`src/common/rpc_pkg.sv`:
```
// Constants shared by the RS-232 power-mode controller
package rpc_pkg;

  // ****************************************************************
  // Clock and timing
  // ****************************************************************
  localparam int unsigned CLK_HZ      = 25_000_000;
  localparam int unsigned US_PER_S    = 1_000_000;
  localparam int unsigned WAKE_US     = 100;
  localparam int unsigned WAKE_CYC    =
    (WAKE_US * CLK_HZ + US_PER_S - 1) / US_PER_S;
  localparam int unsigned HOLD_MS     = 100;
  localparam int unsigned HOLD_CYC    = HOLD_MS * (CLK_HZ / 1000);
  localparam int unsigned WAKE_W      = 12;
  localparam int unsigned HOLD_W      = 22;

  // ****************************************************************
  // Sequencer states
  // ****************************************************************
  typedef enum logic [1:0] {
    RPC_SLEEP = 2'b00,
    RPC_WAKE  = 2'b01,
    RPC_RUN   = 2'b10
  } rpc_state_e;

endpackage : rpc_pkg

```
`src/core/rpc_power_ctrl.sv`:
```
// Host-side power-mode controller for an RS-232 line transceiver
`timescale 1ns/100ps
`default_nettype none

module rpc_power_ctrl
  import rpc_pkg::*;
#(
  parameter int unsigned          TX_N      = 2,
  parameter int unsigned          RX_N      = 2,
  parameter int unsigned          MON_N     = 1,
  parameter logic [TX_N-1:0]      TX_USED   = '1,
  parameter bit                   SLEEP_REQUEST_N_USED = 1'b1,
  parameter logic [HOLD_W-1:0]    HOLD_CNT  = HOLD_W'(HOLD_CYC)
) (
  input  wire logic              clk_in,
  input  wire logic              resetn_in,
  // User side
  input  wire logic              sleep_req_in,
  input  wire logic              auto_mode_in,
  input  wire logic              rx_off_in,
  input  wire logic [TX_N-1:0]   tx_data_in,
  output logic [RX_N-1:0]        rx_data_out,
  output logic [MON_N-1:0]       monitor_data_out,
  output logic                   line_active_out,
  output logic                   ready_out,
  // Transceiver pins
  output logic                   manual_sleep_force_n_out,
  output logic                   keep_awake_force_out,
  output logic                   sleep_request_n_out,
  output logic                   rx_disable_out,
  output logic [TX_N-1:0]        tx_pin_out,
  input  wire logic [RX_N-1:0]   rx_pin_in,
  input  wire logic [MON_N-1:0]  monitor_receiver_in,
  input  wire logic              line_active_in
);

  // ****************************************************************
  // Reset release
  // ****************************************************************
  logic rst_meta;
  logic rst_n;

  always_ff @(posedge clk_in or negedge resetn_in) begin
    if (!resetn_in) begin
      rst_meta <= 1'b0;
      rst_n    <= 1'b0;
    end else begin
      rst_meta <= 1'b1;
      rst_n    <= rst_meta;
    end
  end

  // ****************************************************************
  // Wake sequencer and force pins
  // ****************************************************************
  rpc_state_e         state;
  rpc_state_e         next_state;
  logic [WAKE_W-1:0]  wake_cnt;
  logic [WAKE_W-1:0]  next_wake_cnt;
  logic [HOLD_W-1:0]  hold_cnt;
  logic [HOLD_W-1:0]  next_hold_cnt;
  logic               next_force_n;
  logic               next_keep;
  logic               next_sleep_request_n_n;

  always_comb begin
    next_state    = state;
    next_wake_cnt = wake_cnt;
    next_hold_cnt = hold_cnt;
    case (state)
      RPC_SLEEP: begin
        if (!sleep_req_in) begin
          next_state    = RPC_WAKE;
          next_wake_cnt = '0;
          next_hold_cnt = HOLD_CNT;
        end
      end
      RPC_WAKE: begin
        if (sleep_req_in) begin
          next_state = RPC_SLEEP;
        end else if (wake_cnt == WAKE_W'(WAKE_CYC - 1)) begin
          next_state = RPC_RUN;
        end else begin
          next_wake_cnt = wake_cnt + WAKE_W'(1);
        end
      end
      RPC_RUN: begin
        if (sleep_req_in) begin
          next_state = RPC_SLEEP;
        end
      end
      default: begin
        next_state = RPC_SLEEP;
      end
    endcase
    if (state != RPC_SLEEP && hold_cnt != '0) begin
      next_hold_cnt = hold_cnt - HOLD_W'(1);
    end
    // Power is switched by force-off, with shutdown following it when used
    next_force_n = (next_state != RPC_SLEEP);
    // Manual-only control pins force-on high; auto mode keeps it high
    // for a hold-off after power-up so a slow peer can recover
    next_keep = !auto_mode_in || (next_hold_cnt != '0);
    // Force-on never moves in the cycle that force-off moves
    if (next_force_n != manual_sleep_force_n_out) begin
      next_keep = keep_awake_force_out;
    end
    next_sleep_request_n_n = SLEEP_REQUEST_N_USED ? next_force_n : 1'b1;
  end

  always_ff @(posedge clk_in or negedge rst_n) begin
    if (!rst_n) begin
      state                    <= RPC_SLEEP;
      wake_cnt                 <= '0;
      hold_cnt                 <= '0;
      manual_sleep_force_n_out <= 1'b0;
      keep_awake_force_out     <= 1'b1;
      sleep_request_n_out      <= 1'b0;
    end else begin
      state                    <= next_state;
      wake_cnt                 <= next_wake_cnt;
      hold_cnt                 <= next_hold_cnt;
      manual_sleep_force_n_out <= next_force_n;
      keep_awake_force_out     <= next_keep;
      sleep_request_n_out      <= next_sleep_request_n_n;
    end
  end

  // ****************************************************************
  // Data paths
  // ****************************************************************
  logic [TX_N-1:0]  next_tx;
  logic             next_rx_dis;

  always_comb begin
    next_tx     = tx_data_in & TX_USED;
    next_rx_dis = rx_off_in;
  end

  always_ff @(posedge clk_in or negedge rst_n) begin
    if (!rst_n) begin
      tx_pin_out       <= '0;
      rx_disable_out   <= 1'b0;
      rx_data_out      <= '0;
      monitor_data_out <= '0;
      line_active_out  <= 1'b0;
    end else begin
      tx_pin_out       <= next_tx;
      rx_disable_out   <= next_rx_dis;
      rx_data_out      <= rx_pin_in;
      monitor_data_out <= monitor_receiver_in;
      line_active_out  <= line_active_in;
    end
  end

  // Device sits in automatic power-down when force-on is low and the
  // line-activity indicator is low
  always_comb begin
    ready_out = (state == RPC_RUN) &&
                (keep_awake_force_out || line_active_in);
  end
endmodule : rpc_power_ctrl

`default_nettype wire
```
`config.mk`:
```
export PLATFORM = sky130hd
export DESIGN_NAME = rpc_power_ctrl
export DESIGN_NICKNAME = d
export VERILOG_FILES = /design/src/common/rpc_pkg.sv /design/src/core/rpc_power_ctrl.sv
export SDC_FILE = /design/constraint.sdc
export NUM_CORES = 1
export LEC_CHECK = 0
export ABC_AREA = 0
export BUFFER_PORTS_ARGS = -buffer_cell sky130_fd_sc_hd__buf_2
export CORE_MARGIN = 1
export CORE_UTILIZATION = 53
export CTS_BUF_LIST = sky130_fd_sc_hd__clkbuf_16
export CTS_CLUSTER_SIZE = 10
export DETAILED_ROUTE_END_ITERATION = 12
export PLACE_DENSITY = 0.84
export SLEW_MARGIN = 40
export SYNTH_ARGS = -nofsm -noshare
export SYNTH_HDL_FRONTEND = slang
export SYNTH_SLANG_ARGS = --single-unit
```
`constraint.sdc`:
```
create_clock -name clk_in -period 1.49 [get_ports clk_in]
set_clock_uncertainty 0.05 [all_clocks]
set_input_delay 0.2235 -clock clk_in [delete_from_list [all_inputs] [get_ports clk_in]]
set_output_delay 0.2235 -clock clk_in [all_outputs]
set_load 0.02 [all_outputs]
```
* After elaboration in Yosys (flattened, before gate mapping)
Index checks and enable logic that the tools add are counted.
** Cells by class
- Add/subtract/negate cells :: 2
- Eq/ne operators :: 7
- Muxes and demuxes :: 12
- Reductions and logical operators :: 12
** Operators by type and width (count)
- $mux W22 :: 3
- $reduce_bool A22 Y1 :: 2
- $mux W12 :: 3
- $pmux W12 S2 :: 1
- $sub A22 B1 Y22 const B :: 1
- $add A12 B1 Y12 const B :: 1
- $eq A12 B12 Y1 const B :: 1
- $mux W2 :: 4
- $ne A2 B2 Y1 const B :: 3
- $pmux W2 S3 :: 1
- $reduce_bool A2 Y1 :: 3
- $reduce_and A4 Y1 :: 1
- $eq A2 B1 Y1 const B :: 1
- $eq A2 B2 Y1 const B :: 1
- $logic_and A1 B1 Y1 :: 2
- $logic_not A2 Y1 :: 1
- $logic_or A1 B1 Y1 :: 2
- $logic_not A1 Y1 :: 1
- $ne A1 B1 Y1 :: 1
** Storage, ports and cells
- Flip-flop bits (word level) :: 47
- Input port bits :: 11
- Output and inout port bits :: 11

* Longest topological paths before layout
- Word-level depth :: 6
- Mapped depth :: 10
- Depth with buffers taken out :: 10

* Worst setup path before layout
OpenSTA, ideal clock, no wires.
- Kind :: flip-flop to flip-flop
- Start :: reg hold_cnt[0]
- End :: reg keep_awake_force_out
- Library setup time :: 0.082 ns
- Arrival time :: 2.713 ns
- Data required time :: 1.358 ns
- Slack :: -1.354 ns
- Stages on the path, launching flop included :: 11
- Cells stage by stage :: dfrtp_1 -> inv_1 -> ha_1 -> or3b_4 -> or3_4 -> o311ai_1 -> nand2_1 -> nor4_4 -> nand4b_1 -> or4_1 -> o31a_1
** Between the ends
- Cells in the longest elaborated chain, start to end :: 5
- Elaborated cells on any way between the ends :: 8
** RTL lines
- start, declared :: RTL line rpc_power_ctrl.sv:60 : logic [HOLD_W-1:0] hold_cnt;
- start signal, assigned :: RTL line rpc_power_ctrl.sv:122 : hold_cnt <= next_hold_cnt;
- branches (longest 2 deep; another with $sub A22 B1 Y22)
- $mux W22 * :: RTL line rpc_power_ctrl.sv:96 : if (state != RPC_SLEEP && hold_cnt != '0) begin
- net next_hold_cnt[12] :: RTL line rpc_power_ctrl.sv:61 : logic [HOLD_W-1:0] next_hold_cnt;
- $reduce_bool A22 Y1 * :: RTL line rpc_power_ctrl.sv:103 : next_keep = !auto_mode_in || (next_hold_cnt != '0);
- $logic_or A1 B1 Y1 * :: RTL line rpc_power_ctrl.sv:103
- end signal, assigned :: RTL line rpc_power_ctrl.sv:124 : keep_awake_force_out <= next_keep;
- end, declared :: RTL line rpc_power_ctrl.sv:28 : output logic keep_awake_force_out,
Mark *: on every way through the listed nets, which the timed path passes.
A chain may end at the register's enable or synchronous reset.

* Final worst setup path
Same ends and word-level chain as after synthesis.

==> results.sh <==
export IMPL_status="finished, violations left"
export IMPL_violations="setup timing"
export IMPL_num_rows=23
export IMPL_routed_wl_um=9930
export IMPL_worst_slew_pin_transition_ps=626
export IMPL_fmax_ghz=0.323
export IMPL_vias_per_cell=6.39
export IMPL_seq_area_frac_synth=0.498
export IMPL_num_antenna_cells=0
export IMPL_synth_edf_count=0
export IMPL_io_pins=22
export IMPL_synth_compound_area_frac=0.0936
export IMPL_worstPathArrival_ps=3260
export IMPL_async_flop_share=1.00
export IMPL_die_y_um=68.8
export IMPL_yosysMostFrequentCell="dfrtp_1"
export IMPL_synth_mux_area_fraction=0.0724
export IMPL_port_buffers=21
export IMPL_die_w_um=68.8
export IMPL_ant_nets=0
export IMPL_leakage_uw=0.00170
export IMPL_grt_pass1_wl_um=11800
export IMPL_dieArea_um2=4740
export IMPL_cts_clk_slew_worst_paths_ps=60
export IMPL_cts_sinks=47
export IMPL_grt_total_usage=0.353
export IMPL_met3_usage=0.0987
export IMPL_synth_xor_area_frac=0.0222
export IMPL_grt_use_met2=0.631
export IMPL_cts_tree="yes"
export IMPL_synth_adder_area_share=0.0106
export IMPL_wl_per_cell_um=24.0
export IMPL_worst_r2r_endpoint="keep_awake_force_out$_DFFE_PN1N_"
export IMPL_synth_simple_area_share=0.285
export IMPL_numCtsBuffers=5
export IMPL_drt_pass1_iterations=5
export IMPL_hp_start="line_active_in"
export IMPL_min_to="line_active_out$_DFF_PN0_"
export IMPL_ir_worst_vdd_v=0.000808
export IMPL_grt_max_degree=20
export IMPL_seq_area_um2=1180
export IMPL_synth_area_um2=2370
export IMPL_layout_nets=375
export IMPL_synthCells=232
export IMPL_min_period_over_period=2.08
export IMPL_timing_slew_headroom=0.581
export IMPL_timing_rr_start="hold_cnt[0]$_DFF_PN0_"
export IMPL_path_max_fanout=5
export IMPL_worstHoldPathCells=1
export IMPL_required_ps=1650
export IMPL_end_kind="register"
export IMPL_grt_pass1_vias=2529
export IMPL_fillCellCount=155
export IMPL_drive_gt1_frac=0.543
export IMPL_drc=0
export IMPL_place_ws_ps=-1350
export IMPL_syn_nets=245
export IMPL_synth_top_cells_by_area="dfrtp_1 49%, mux2i_1 6.8%, nand2_1 4.4%, nor2_1 3.8%, a21oi_1 2.3%"
export IMPL_root_buffer="clkbuf_16"
export IMPL_report_power_total_uw=3760
export IMPL_synth_top_area_cell="dfrtp_1"
export IMPL_core_um2=4140
export IMPL_ys_flop_type="dfrtp_1"
export IMPL_grt_ovfl_total=0
export IMPL_met1_usage=0.381
export IMPL_setup_slack_ps=-1610
export IMPL_ys_types=47
export IMPL_layout_min_cycle_time_ps=3100
export IMPL_slew_violations=0
export IMPL_synth_area_per_cell_um2=10.2
export IMPL_critPathKind="reg2reg"
export IMPL_finalHoldViolCount=0
export IMPL_worstRegToRegCells=10
export IMPL_place_congestion=0.918
export IMPL_drv_cap=0
export IMPL_synth_top_area_frac=0.487
export IMPL_rsz0062_at_grt="yes"
export IMPL_finalHoldWorstSlack_ps=42.1
export IMPL_yosys_top_cells_count="46 x dfrtp_1, 28 x nand2_1, 24 x nor2_1"
export IMPL_antenna_found_initial=0
export IMPL_start_kind="register"
export IMPL_yosysWarnings=0
export IMPL_cts_path_max_buffers=2
export IMPL_multiInputGateArea_um2=1460
export IMPL_reg2reg_setup_slack_ps=-1610
export IMPL_initial_core_util=0.571
export IMPL_htreeDepth=2
export IMPL_power_density_nw_per_um2=978
export IMPL_synth_top_family_by_area="simple AND/OR/NAND/NOR gates"
export IMPL_vias=2639
export IMPL_drtIter0Drc=354
export IMPL_hpwl_um=4710
export IMPL_grt_busiest_layer="met2"
export IMPL_worstSkewPairLatency_ps=290
export IMPL_hp_class="in2reg"
export IMPL_setup_viol=37
export IMPL_ys_ff_latch=47
export IMPL_area_delta_synth_final_pct=62.6
==> report_power, final <==
part / switching [µW] / internal [µW]
Sequential: 118 / 1380
Combinational: 637 / 533
Clock: 483 / 608
Total: 1240 / 2520
==> sequential cells by signal (all words and copies together), names as in the netlist, 2 cells and up <==
signal       flops
state            2
rx_data_out      2
wake_cnt        12
hold_cnt        22
tx_pin_out       2
==> placed cells by master (no fill, tap or decap), types with 4 or more instances in the layout <==
| master | instances |
|---|---|
| a21oi_2 | 4 |
| dlygate4sd3_1 | 7 |
| mux2i_1 | 7 |
| nor2_1 | 17 |
| nor3_2 | 6 |
| a22o_1 | 4 |
| dfrtp_1 | 45 |
| buf_6 | 12 |
| nand2_2 | 4 |
| a21oi_1 | 7 |
| mux2i_4 | 4 |
| buf_4 | 90 |
| nor2_2 | 4 |
| mux2i_2 | 5 |
| inv_1 | 4 |
| clkbuf_16 | 5 |
| buf_2 | 20 |
| or3_1 | 7 |
| xor2_1 | 5 |
| nand2_1 | 24 |
| nand3_1 | 8 |
| nand4b_1 | 4 |
==> cell families after synthesis <==
| group | after synthesis |
|---|---|
| AND/OR/NAND/NOR | 117 |
| flip-flops | 47 |
| AO/OA/AOI/OAI | 32 |
| multiplexers | 17 |
| buffers and inverters | 10 |
| XOR/XNOR | 6 |
| adder cells (fa/ha/maj) | 2 |
| other | 1 |
==> metal layers <==
metal,up-vias,share of wire
met1,1280,0.36
li1,1099,-
met5,-,0
met2,179,0.49
met4,0,0.068
met3,81,0.080
==> metrics by stage <==
stage / cells / utilization / TNS (ps) / area (µm²)
3_3_place_gp: 375 / 0.764 / -13710 / 3160
3_5_place_dp: 375 / 0.764 / -16450 / 3160
6_report: 413 / 0.928 / -22840 / 3850
4_1_cts: 402 / 0.860 / -16220 / 3560
2_1_floorplan: 232 / - / -9680 / 2430
5_1_grt: 413 / 0.928 / -25320 / 3850
==> what timing repair did <==
action,CTS,global route
endpoints found under the setup margin,36,37
resized for setup,24,45
endpoints found under the hold margin,7,1
hold buffers,6,1
pin swaps,18,12
buffers inserted,14,11
==> worst max-delay path by stage <==
| stage | cells past startpoint | endpoint | slack [ps] | start |
|---|---|---|---|---|
| floorplan | 10 | keep_awake_force_out$_DFFE_PN1N_ | -1250 | hold_cnt[0]$_DFF_PN0_ |
| global placement | 10 | keep_awake_force_out$_DFFE_PN1N_ | -1280 | hold_cnt[0]$_DFF_PN0_ |
| detailed placement | 10 | keep_awake_force_out$_DFFE_PN1N_ | -1350 | hold_cnt[1]$_DFF_PN0_ |
| CTS | 10 | keep_awake_force_out$_DFFE_PN1N_ | -1370 | hold_cnt[0]$_DFF_PN0_ |
| global route | 10 | keep_awake_force_out$_DFFE_PN1N_ | -1710 | hold_cnt[0]$_DFF_PN0_ |
| finish | 10 | keep_awake_force_out$_DFFE_PN1N_ | -1610 | hold_cnt[0]$_DFF_PN0_ |
==> area by class of cell <==
type	instances	share of cell area
inverters	3	0.00293
repair buffers	130	0.260
well taps	50	0.0163
multi-input cells	175	0.378
clock buffers	5	0.0325
clock inverters	3	0.00325
flip-flops and latches	47	0.306
==> worst max-delay path, stage by stage, from the launching register on <==
cell and delay (ps):
dfrtp_1 400, inv_1 90, ha_2 190, or3b_4 430
or3_4 380, o311ai_2 280, nand2_1 200, nor4_4 170
nand4b_1 120, or4_1 430, o31a_1 270
Power figures use the tool's default switching activity.
